$ cat src/inc/fifo_blk_pkg.sv
// Purpose: Shared constants for the reader byte buffer
// Assumes: Register addresses are five bits, data is one byte
// Notes:   Status address and length split are local choices

package fifo_blk_pkg;

   // ----------------------------------------------------------------
   // Buffer geometry
   // ----------------------------------------------------------------
   localparam int unsigned BUF_DEPTH = 24;
   localparam int unsigned PTR_W = 5;
   localparam int unsigned CNT_W = 12;
   localparam int unsigned STAGE_DEPTH = 4;
   localparam logic [4:0] BUF_LAST = 5'h17;
   localparam logic [4:0] BUF_FULL = 5'h18;

   // ----------------------------------------------------------------
   // Register addresses and command codes
   // ----------------------------------------------------------------
   localparam logic [4:0] ADDR_STATUS = 5'h0C;
   localparam logic [4:0] ADDR_TXLEN_HI = 5'h1D;
   localparam logic [4:0] ADDR_TXLEN_LO = 5'h1E;
   localparam logic [4:0] ADDR_FIFO = 5'h1F;
   localparam logic [7:0] CMD_CLEAR = 8'h0F;

   // ----------------------------------------------------------------
   // Fill thresholds
   // ----------------------------------------------------------------
   localparam logic [4:0] LEVEL_LOW = 5'h06;
   localparam logic [4:0] LEVEL_HIGH = 5'h12;

   // ----------------------------------------------------------------
   // Status register layout and reset values
   // ----------------------------------------------------------------
   localparam int unsigned ST_FOVE = 7;
   localparam int unsigned ST_FLOL = 6;
   localparam int unsigned ST_FHIL = 5;
   localparam int unsigned ST_CNT_MSB = 4;
   localparam int unsigned TXLEN_HI_W = 4;
   localparam logic [11:0] TXLEN_RST = 12'h000;
   localparam logic [7:0] RDATA_RST = 8'h00;

endpackage

$ cat src/logic/byte_store.sv
// Purpose: Small parameterised FIFO with valid/ready on both sides
// Assumes: Single clock, synchronous active-high reset
// Notes:   Fill-side ready is registered

`timescale 1ns/10ps

module byte_store #(
   parameter int unsigned WIDTH = 8,
   parameter int unsigned DEPTH = 4
) (
   // Clock, reset, enable
   input wire logic i_clk,
   input wire logic i_rst,
   input wire logic i_ce,
   // Fill side
   input wire logic i_in_valid,
   input wire logic [WIDTH-1:0] i_in_data,
   output logic o_in_ready,
   // Drain side
   output logic o_out_valid,
   output logic [WIDTH-1:0] o_out_data,
   input wire logic i_out_ready
);

   localparam int unsigned AW = (DEPTH > 1) ? $clog2(DEPTH) : 1;
   localparam int unsigned CW = $clog2(DEPTH + 1);

   logic [WIDTH-1:0] mem [DEPTH];
   logic [AW-1:0] wr_idx, next_wr_idx, rd_idx, next_rd_idx;
   logic [CW-1:0] count, next_count;
   logic in_ready, next_in_ready;
   logic push, pop;

   // Index advance with wrap at depth
   function automatic logic [AW-1:0] step(input logic [AW-1:0] idx);
      step = (idx == AW'(DEPTH - 1)) ? '0 : idx + 1'b1;
   endfunction

   // Next index, count and ready
   always_comb
   begin
      push = i_in_valid & in_ready;
      pop = (count != '0) & i_out_ready;
      next_wr_idx = push ? step(wr_idx) : wr_idx;
      next_rd_idx = pop ? step(rd_idx) : rd_idx;
      next_count = count + CW'(push) - CW'(pop);
      next_in_ready = (next_count != CW'(DEPTH));
   end

   // State registers
   always_ff @(posedge i_clk)
   begin
      if (i_rst)
      begin
         wr_idx <= '0;
         rd_idx <= '0;
         count <= '0;
         in_ready <= 1'b1;
      end
      else if (i_ce)
      begin
         wr_idx <= next_wr_idx;
         rd_idx <= next_rd_idx;
         count <= next_count;
         in_ready <= next_in_ready;
      end
   end

   // Storage write
   always_ff @(posedge i_clk)
   begin
      if (i_ce && push)
      begin
         mem[wr_idx] <= i_in_data;
      end
   end

   assign o_in_ready = in_ready;
   assign o_out_valid = (count != '0);
   assign o_out_data = mem[rd_idx];

endmodule

$ cat src/logic/reader_tx_rx_byte_fifo.sv
// Purpose: 24-byte circular buffer between host registers and framing
// Assumes: Register strobes and framing signals share i_clk
// Notes:   Received bytes pass a 4-entry stage before the buffer

`timescale 1ns/10ps

module reader_tx_rx_byte_fifo #(
   parameter int unsigned STAGE_DEPTH = fifo_blk_pkg::STAGE_DEPTH
) (
   // Clock, reset, enable
   input wire logic i_clk,
   input wire logic i_rst,
   input wire logic i_ce,
   // Register access
   input wire logic i_reg_wr,
   input wire logic i_reg_rd,
   input wire logic [4:0] i_reg_addr,
   input wire logic [7:0] i_reg_wdata,
   output logic [7:0] o_reg_rdata,
   // Commands
   input wire logic i_cmd_valid,
   input wire logic [7:0] i_cmd_code,
   // Direction
   input wire logic i_tx_active,
   // Receive framing
   input wire logic i_rx_valid,
   input wire logic [7:0] i_rx_data,
   output logic o_rx_ready,
   // Transmit framing
   output logic o_tx_valid,
   output logic [7:0] o_tx_data,
   output logic o_tx_last,
   input wire logic i_tx_ready,
   // Level requests
   output logic o_irq_low,
   output logic o_irq_high
);

   localparam int unsigned CW = fifo_blk_pkg::CNT_W;
   localparam int unsigned PW = fifo_blk_pkg::PTR_W;

   // ----------------------------------------------------------------
   // Declarations
   // ----------------------------------------------------------------
   logic [7:0] buf_mem [fifo_blk_pkg::BUF_DEPTH];
   logic [PW-1:0] wr_ptr, next_wr_ptr, rd_ptr, next_rd_ptr;
   logic [PW-1:0] fill, next_fill;
   logic [CW-1:0] in_cnt, next_in_cnt, out_cnt, next_out_cnt;
   logic [CW-1:0] tx_len, next_tx_len;
   logic fove, next_fove, flol, next_flol, fhil, next_fhil;
   logic tx_valid, next_tx_valid, tx_last, next_tx_last;
   logic [7:0] tx_data, next_tx_data, rdata, next_rdata;
   logic irq_low, next_irq_low, irq_high, next_irq_high;
   logic clr, host_wr_fifo, host_rd_fifo, full, empty;
   logic host_push, host_pop, rx_push, tx_pop, push, pop, ovf_evt;
   logic [7:0] wr_data;
   logic stage_valid, stage_ready;
   logic [7:0] stage_data;

   // Pointer advance with wrap at last location
   function automatic logic [PW-1:0] ptr_step(input logic [PW-1:0] p);
      ptr_step = (p == fifo_blk_pkg::BUF_LAST) ? '0 : p + 1'b1;
   endfunction

   // ----------------------------------------------------------------
   // Receive stage
   // ----------------------------------------------------------------
   byte_store #(
      .WIDTH(8),
      .DEPTH(STAGE_DEPTH)
   ) u_rx_stage (
      .i_clk(i_clk),
      .i_rst(i_rst),
      .i_ce(i_ce),
      .i_in_valid(i_rx_valid),
      .i_in_data(i_rx_data),
      .o_in_ready(o_rx_ready),
      .o_out_valid(stage_valid),
      .o_out_data(stage_data),
      .i_out_ready(stage_ready)
   );

   // ----------------------------------------------------------------
   // Access decode and transfer arbitration
   // ----------------------------------------------------------------
   always_comb
   begin
      clr = i_cmd_valid && (i_cmd_code == fifo_blk_pkg::CMD_CLEAR);
      host_wr_fifo = i_reg_wr && (i_reg_addr == fifo_blk_pkg::ADDR_FIFO);
      host_rd_fifo = i_reg_rd && (i_reg_addr == fifo_blk_pkg::ADDR_FIFO);
      full = (fill == fifo_blk_pkg::BUF_FULL);
      empty = (fill == '0);
      host_push = host_wr_fifo && !full && !clr;
      ovf_evt = host_wr_fifo && full;
      host_pop = host_rd_fifo && !empty && !clr;
      rx_push = stage_valid && !full && !host_wr_fifo && !clr;
      stage_ready = rx_push;
      tx_pop = i_tx_active && !empty && !host_rd_fifo && !clr
               && (out_cnt < tx_len) // host reads can carry the counter past length
               && (!tx_valid || i_tx_ready);
      push = host_push || rx_push;
      pop = host_pop || tx_pop;
      wr_data = host_wr_fifo ? i_reg_wdata : stage_data;
   end

   // ----------------------------------------------------------------
   // Pointers, fill and counters
   // ----------------------------------------------------------------
   always_comb
   begin
      next_wr_ptr = wr_ptr;
      next_rd_ptr = rd_ptr;
      next_in_cnt = in_cnt;
      next_out_cnt = out_cnt;
      next_fill = fill;
      if (clr)
      begin
         next_wr_ptr = '0;
         next_rd_ptr = '0;
         next_in_cnt = '0;
         next_out_cnt = '0;
         next_fill = '0;
      end
      else
      begin
         if (push)
         begin
            next_wr_ptr = ptr_step(wr_ptr);
            next_in_cnt = in_cnt + 1'b1;
         end
         if (pop)
         begin
            next_rd_ptr = ptr_step(rd_ptr);
            next_out_cnt = out_cnt + 1'b1;
         end
         next_fill = fill + PW'(push) - PW'(pop);
      end
   end

   always_ff @(posedge i_clk)
   begin
      if (i_rst)
      begin
         wr_ptr <= '0;
         rd_ptr <= '0;
         in_cnt <= '0;
         out_cnt <= '0;
         fill <= '0;
      end
      else if (i_ce)
      begin
         wr_ptr <= next_wr_ptr;
         rd_ptr <= next_rd_ptr;
         in_cnt <= next_in_cnt;
         out_cnt <= next_out_cnt;
         fill <= next_fill;
      end
   end

   // Byte storage, locations 0..23
   always_ff @(posedge i_clk)
   begin
      if (i_ce && push)
      begin
         buf_mem[wr_ptr] <= wr_data;
      end
   end

   // ----------------------------------------------------------------
   // Registers, flags, transmit handoff and level requests
   // ----------------------------------------------------------------
   always_comb
   begin
      next_tx_len = tx_len;
      if (i_reg_wr && (i_reg_addr == fifo_blk_pkg::ADDR_TXLEN_HI))
      begin
         next_tx_len[CW-1:8] = i_reg_wdata[fifo_blk_pkg::TXLEN_HI_W-1:0];
      end
      if (i_reg_wr && (i_reg_addr == fifo_blk_pkg::ADDR_TXLEN_LO))
      begin
         next_tx_len[7:0] = i_reg_wdata;
      end
      // Sticky flags, a new overflow wins over the clear for fove only
      next_fove = (fove && !clr) || ovf_evt;
      // A clear empties the buffer without counting as a low-level event
      next_flol = (flol && !clr) || (i_tx_active && !clr && (fill >= fifo_blk_pkg::LEVEL_LOW)
                  && (next_fill < fifo_blk_pkg::LEVEL_LOW));
      next_fhil = (fhil && !clr) || (!i_tx_active && (fill <= fifo_blk_pkg::LEVEL_HIGH)
                  && (next_fill > fifo_blk_pkg::LEVEL_HIGH));
      next_irq_low = (next_fill < fifo_blk_pkg::LEVEL_LOW);
      next_irq_high = (next_fill > fifo_blk_pkg::LEVEL_HIGH);
      // Transmit handoff register
      next_tx_valid = tx_valid && !i_tx_ready;
      next_tx_data = tx_data;
      next_tx_last = 1'b0;
      if (clr)
      begin
         next_tx_valid = 1'b0;
      end
      else if (tx_pop)
      begin
         next_tx_valid = 1'b1;
         next_tx_data = buf_mem[rd_ptr];
         next_tx_last = ((out_cnt + 1'b1) == tx_len);
      end
      // Read data
      next_rdata = rdata;
      if (i_reg_rd)
      begin
         unique case (i_reg_addr)
            fifo_blk_pkg::ADDR_FIFO: next_rdata = empty ? fifo_blk_pkg::RDATA_RST : buf_mem[rd_ptr];
            fifo_blk_pkg::ADDR_TXLEN_HI: next_rdata = {4'h0, tx_len[CW-1:8]};
            fifo_blk_pkg::ADDR_TXLEN_LO: next_rdata = tx_len[7:0];
            fifo_blk_pkg::ADDR_STATUS: next_rdata = {fove, flol, fhil, fill};
            default: next_rdata = fifo_blk_pkg::RDATA_RST;
         endcase
      end
   end

   always_ff @(posedge i_clk)
   begin
      if (i_rst)
      begin
         tx_len <= fifo_blk_pkg::TXLEN_RST;
         fove <= 1'b0;
         flol <= 1'b0;
         fhil <= 1'b0;
         irq_low <= 1'b1;
         irq_high <= 1'b0;
         tx_valid <= 1'b0;
         tx_data <= fifo_blk_pkg::RDATA_RST;
         tx_last <= 1'b0;
         rdata <= fifo_blk_pkg::RDATA_RST;
      end
      else if (i_ce)
      begin
         tx_len <= next_tx_len;
         fove <= next_fove;
         flol <= next_flol;
         fhil <= next_fhil;
         irq_low <= next_irq_low;
         irq_high <= next_irq_high;
         tx_valid <= next_tx_valid;
         tx_data <= next_tx_data;
         tx_last <= next_tx_last;
         rdata <= next_rdata;
      end
   end

   // Output drive
   assign o_reg_rdata = rdata;
   assign o_tx_valid = tx_valid;
   assign o_tx_data = tx_data;
   assign o_tx_last = tx_last;
   assign o_irq_low = irq_low;
   assign o_irq_high = irq_high;
endmodule

$ cat config.mk
export PLATFORM = sky130hd
export DESIGN_NAME = reader_tx_rx_byte_fifo
export DESIGN_NICKNAME = d
export VERILOG_FILES = /design/src/inc/fifo_blk_pkg.sv /design/src/logic/byte_store.sv /design/src/logic/reader_tx_rx_byte_fifo.sv
export SDC_FILE = /design/constraint.sdc
export NUM_CORES = 1
export LEC_CHECK = 0
export BUFFER_PORTS_ARGS = -buffer_cell sky130_fd_sc_hd__buf_4
export CORE_ASPECT_RATIO = 1.25
export CORE_MARGIN = 2
export CORE_UTILIZATION = 45
export CTS_BUF_LIST = sky130_fd_sc_hd__clkbuf_8
export CTS_CLUSTER_DIAMETER = 100
export DETAILED_ROUTE_END_ITERATION = 12
export GPL_TIMING_DRIVEN = 0
export SYNTH_ARGS = -nofsm -noshare
export SYNTH_HDL_FRONTEND = slang
export SYNTH_HIERARCHICAL = 1
export SYNTH_SLANG_ARGS = --single-unit
$ cat constraint.sdc
create_clock -name i_clk -period 4.9 [get_ports i_clk]
set_input_delay 0.49 -clock i_clk [delete_from_list [all_inputs] [get_ports i_clk]]
set_output_delay 0.49 -clock i_clk [all_outputs]
set_load 0.1 [all_outputs]
==> reports/metrics.yaml <==
crit_path_start_kind: "register"
vias_per_cell: 5.50
grt_pass1_wl_um: 48400
yosys_warnings: 6
cts_resized: 0
final_cells: 1474
ys.flop_type: "edfxtp_1"
area_delta_synth_final_pct: 13.5
cts_tree: "yes"
layout-drive-gt1-share_pct: 18.4
antenna_cells: 0
arrival_ns: 5.09
cp_max_fo: 10
dp_hpwl_um: 22400
min_to: "u_rx_stage/mem[3][1]"
cpPeakStageDelay_ns: 0.55
finalNetCount: 1119
coreArea_um2: 29100
r2r_slack_ns: 0.32
synth_seq_cells: 301
setup_viol: 0
path_clk_slew_ns: 0.06
hold_viol: 0
antenna_found_initial: 0
first_iter_violations: 528
power_switching_share_pct: 26.5
grt_setup_unrepaired: "no"
final_cell_mix: "edfxtp_1 (224), nor2_1 (87), dfxtp_1 (77), inv_1 (74), mux2i_1 (69)"
post_cts_buffers: 0
min-delay-path-class: "input port to register"
final_common_cell: "edfxtp_1"
die_area_um2: 30700
io_pins: 59
firstDrtPassIters: 5
ant_nets: 0
p_seq_share_pct: 51.9
grt_overflow_total: 0
post-route-min-period_ns: 4.58
initial_core_util_pct: 45.4
worstSetupPathType: "register to register"
hold_depth: 1
rows: 70
clock_sinks: 301
setup_tns_ns: 0
async_flop_share_pct: 0
maxCapViolCount: 0
synthDistinctLibCells: 69
drc: 0
worstMarginPinSlew_ns: 1.41
via_count: 8114
p_comb_share_pct: 14.2
seq_area_frac_synth_pct: 62.6
h-tree-depth: 2
critPathLaunch: "fill[2]"
postSynthCellCount: 938
irDropWorstVdd_mv: 0.249
wl_per_cell_um: 21.3
drv_slew: 0
min_period_over_period_pct: 93.5
status: "finished clean"
intPower_w: 0.00417
worst_hold_startpoint: "i_rx_data[1]"
synth_area_um2: 13200
gp_congestion: 0.835
p_switching_w: 0.00150
clockBufferDepth: 3
synth_edf_count: 224
grt_pass1_vias: 8229
reg2reg_to: "fhil"
routed_wl_um: 31400
dp.cells: 1391
slew-limit-headroom_pct: 5.19
powerDensity_nw_per_um2: 379
dieWidth_um: 157
cts_buffers: 45
insertion_delay_ns: 0.58
leakagePower_nw: 5.10
gr-usage-all-layers_pct: 21.1
fmax_ghz: 0.218
r2r-start: "fill[2]"
finClkSkew_ns: 0.0301
port_buffers: 57
p_clk_share_pct: 33.9
worstSetupEndpointType: "register"
hold_buffers: 0
critical_path.cell_chain: "inv_1 > ha_1 > or4b_4 > o2111ai_1 > or4_4 > nor3_4 > buf_4 > or2_2 > ha_1 > inv_1 > ha_1 > inv_1 > fa_1 > o21bai_1 > a21oi_1 > xnor2_1 > or2_2 > a21oi_1 > a32o_1"
crit_path_top_delay_cell: "or4_4"
die_y_um: 195
rr_worst_depth: 19
required_ns: 5.41
grt_max_degree: 25
cts-root-buf: "clkbuf_8"
synth_area_per_cell_um2: 14.1
synth_fp_nets: 1015
metal layers:
metal,track usage (%),vias to the layer above,part of all wire (%)
met5,0,-,0
met4,7.85,0,3.3
met3,3.35,68,4.2
li1,-,3799,-
met2,37.5,215,52
met1,25.8,4032,40
final cells by class:
type                            instances  area [um2]
Buffer                                 36         188
Clock buffer                           54         743
Clock inverter                         29         115
Fill cell                            2594       14100
Inverter                               55         206
Multi-Input combinational cell        546        4540
Sequential cell                       301        8270
Tap cell                              396         495
Timing Repair Buffer                   57         428
power groups by stage:
stage          Clock [W]  Combinational, W  Sequential [W]
6_report         0.00193          0.000806         0.00295
5_1_grt          0.00207          0.000882         0.00295
4_1_cts          0.00198          0.000814         0.00294
3_5_place_dp           0          0.000811         0.00300
3_3_place_gp           0          0.000806         0.00300
2_1_floorplan          0          0.000511         0.00301
cells by family (layout without fill, tap and decap cells):
kind of cell	Yosys count	count (layout)	synth area share [%]
AO/OA/AOI/OAI	144	144	8.07
XOR/XNOR	25	25	1.76
adder cells (fa/ha/maj)	39	39	3.81
multiplexers	116	116	12.2
buffers and inverters	91	231	2.99
flip-flops	301	301	62.6
AND/OR/NAND/NOR	222	222	8.50
sequential cells by signal, summed over array words and instances, names as in the netlist, 5 cells and up, named ones only:
name / count
u_rx_stage/mem: 32
out_cnt: 12
o_tx_data: 8
wr_ptr: 5
rd_ptr: 5
tx_len: 12
o_reg_rdata: 8
fill: 5
buf_mem: 192
synth_stat cells (all sizes together), types with 9 or more instances:
cell type / n / area, um2
mux2i: 69 / 691
mux2: 12 / 135
nor2b: 10 / 62.6
nand2: 42 / 158
nand4: 9 / 56.3
a221o: 10 / 100
mux4: 35 / 788
o221ai: 12 / 105
nand3: 17 / 85.1
edfxtp: 224 / 6730
xnor2: 14 / 123
inv: 55 / 206
nor3: 9 / 67.6
a22oi: 29 / 218
o21ai: 14 / 73.8
dfxtp: 77 / 1540
buf: 21 / 131
xor2: 10 / 87.6
clkbuf: 15 / 56.3
ha: 37 / 463
a21oi: 27 / 139
nor2: 87 / 327
worst max-delay path: cells and delay by family, from the launching register on:
| kind | cells | cell delay, ns |
|---|---|---|
| AND/OR/NAND/NOR | 5 | 1.61 |
| adder cells (fa/ha/maj) | 4 | 0.99 |
| AO/OA/AOI/OAI | 5 | 0.84 |
| buffers and inverters | 4 | 0.50 |
| flip-flops | 1 | 0.43 |
| XOR/XNOR | 1 | 0.15 |
worst max path at each step:
stage,endpoint,slack [ns],cells after the start
2_1_floorplan,fhil,0.97,19
3_3_place_gp,fhil,0.38,19
3_5_place_dp,fhil,0.34,19
4_1_cts,fhil,0.32,19
5_1_grt,fhil,0.04,19
6_report,fhil,0.32,19
through the flow:
step                worst slack (ns)  hold slack, ns  power (W)  instance area [um2]  utilization [%]
floorplan                      0.974           0.426    0.00352                13200                -
global placement               0.377           0.468    0.00380                14100             48.6
detailed placement             0.342           0.467    0.00381                14100             48.6
CTS                            0.325           0.103    0.00573                15000             51.5
global route                  0.0426           0.105    0.00591                15000             51.5
finish                         0.318           0.136    0.00568                15000             51.5
(Power assumes the default switching activity.)
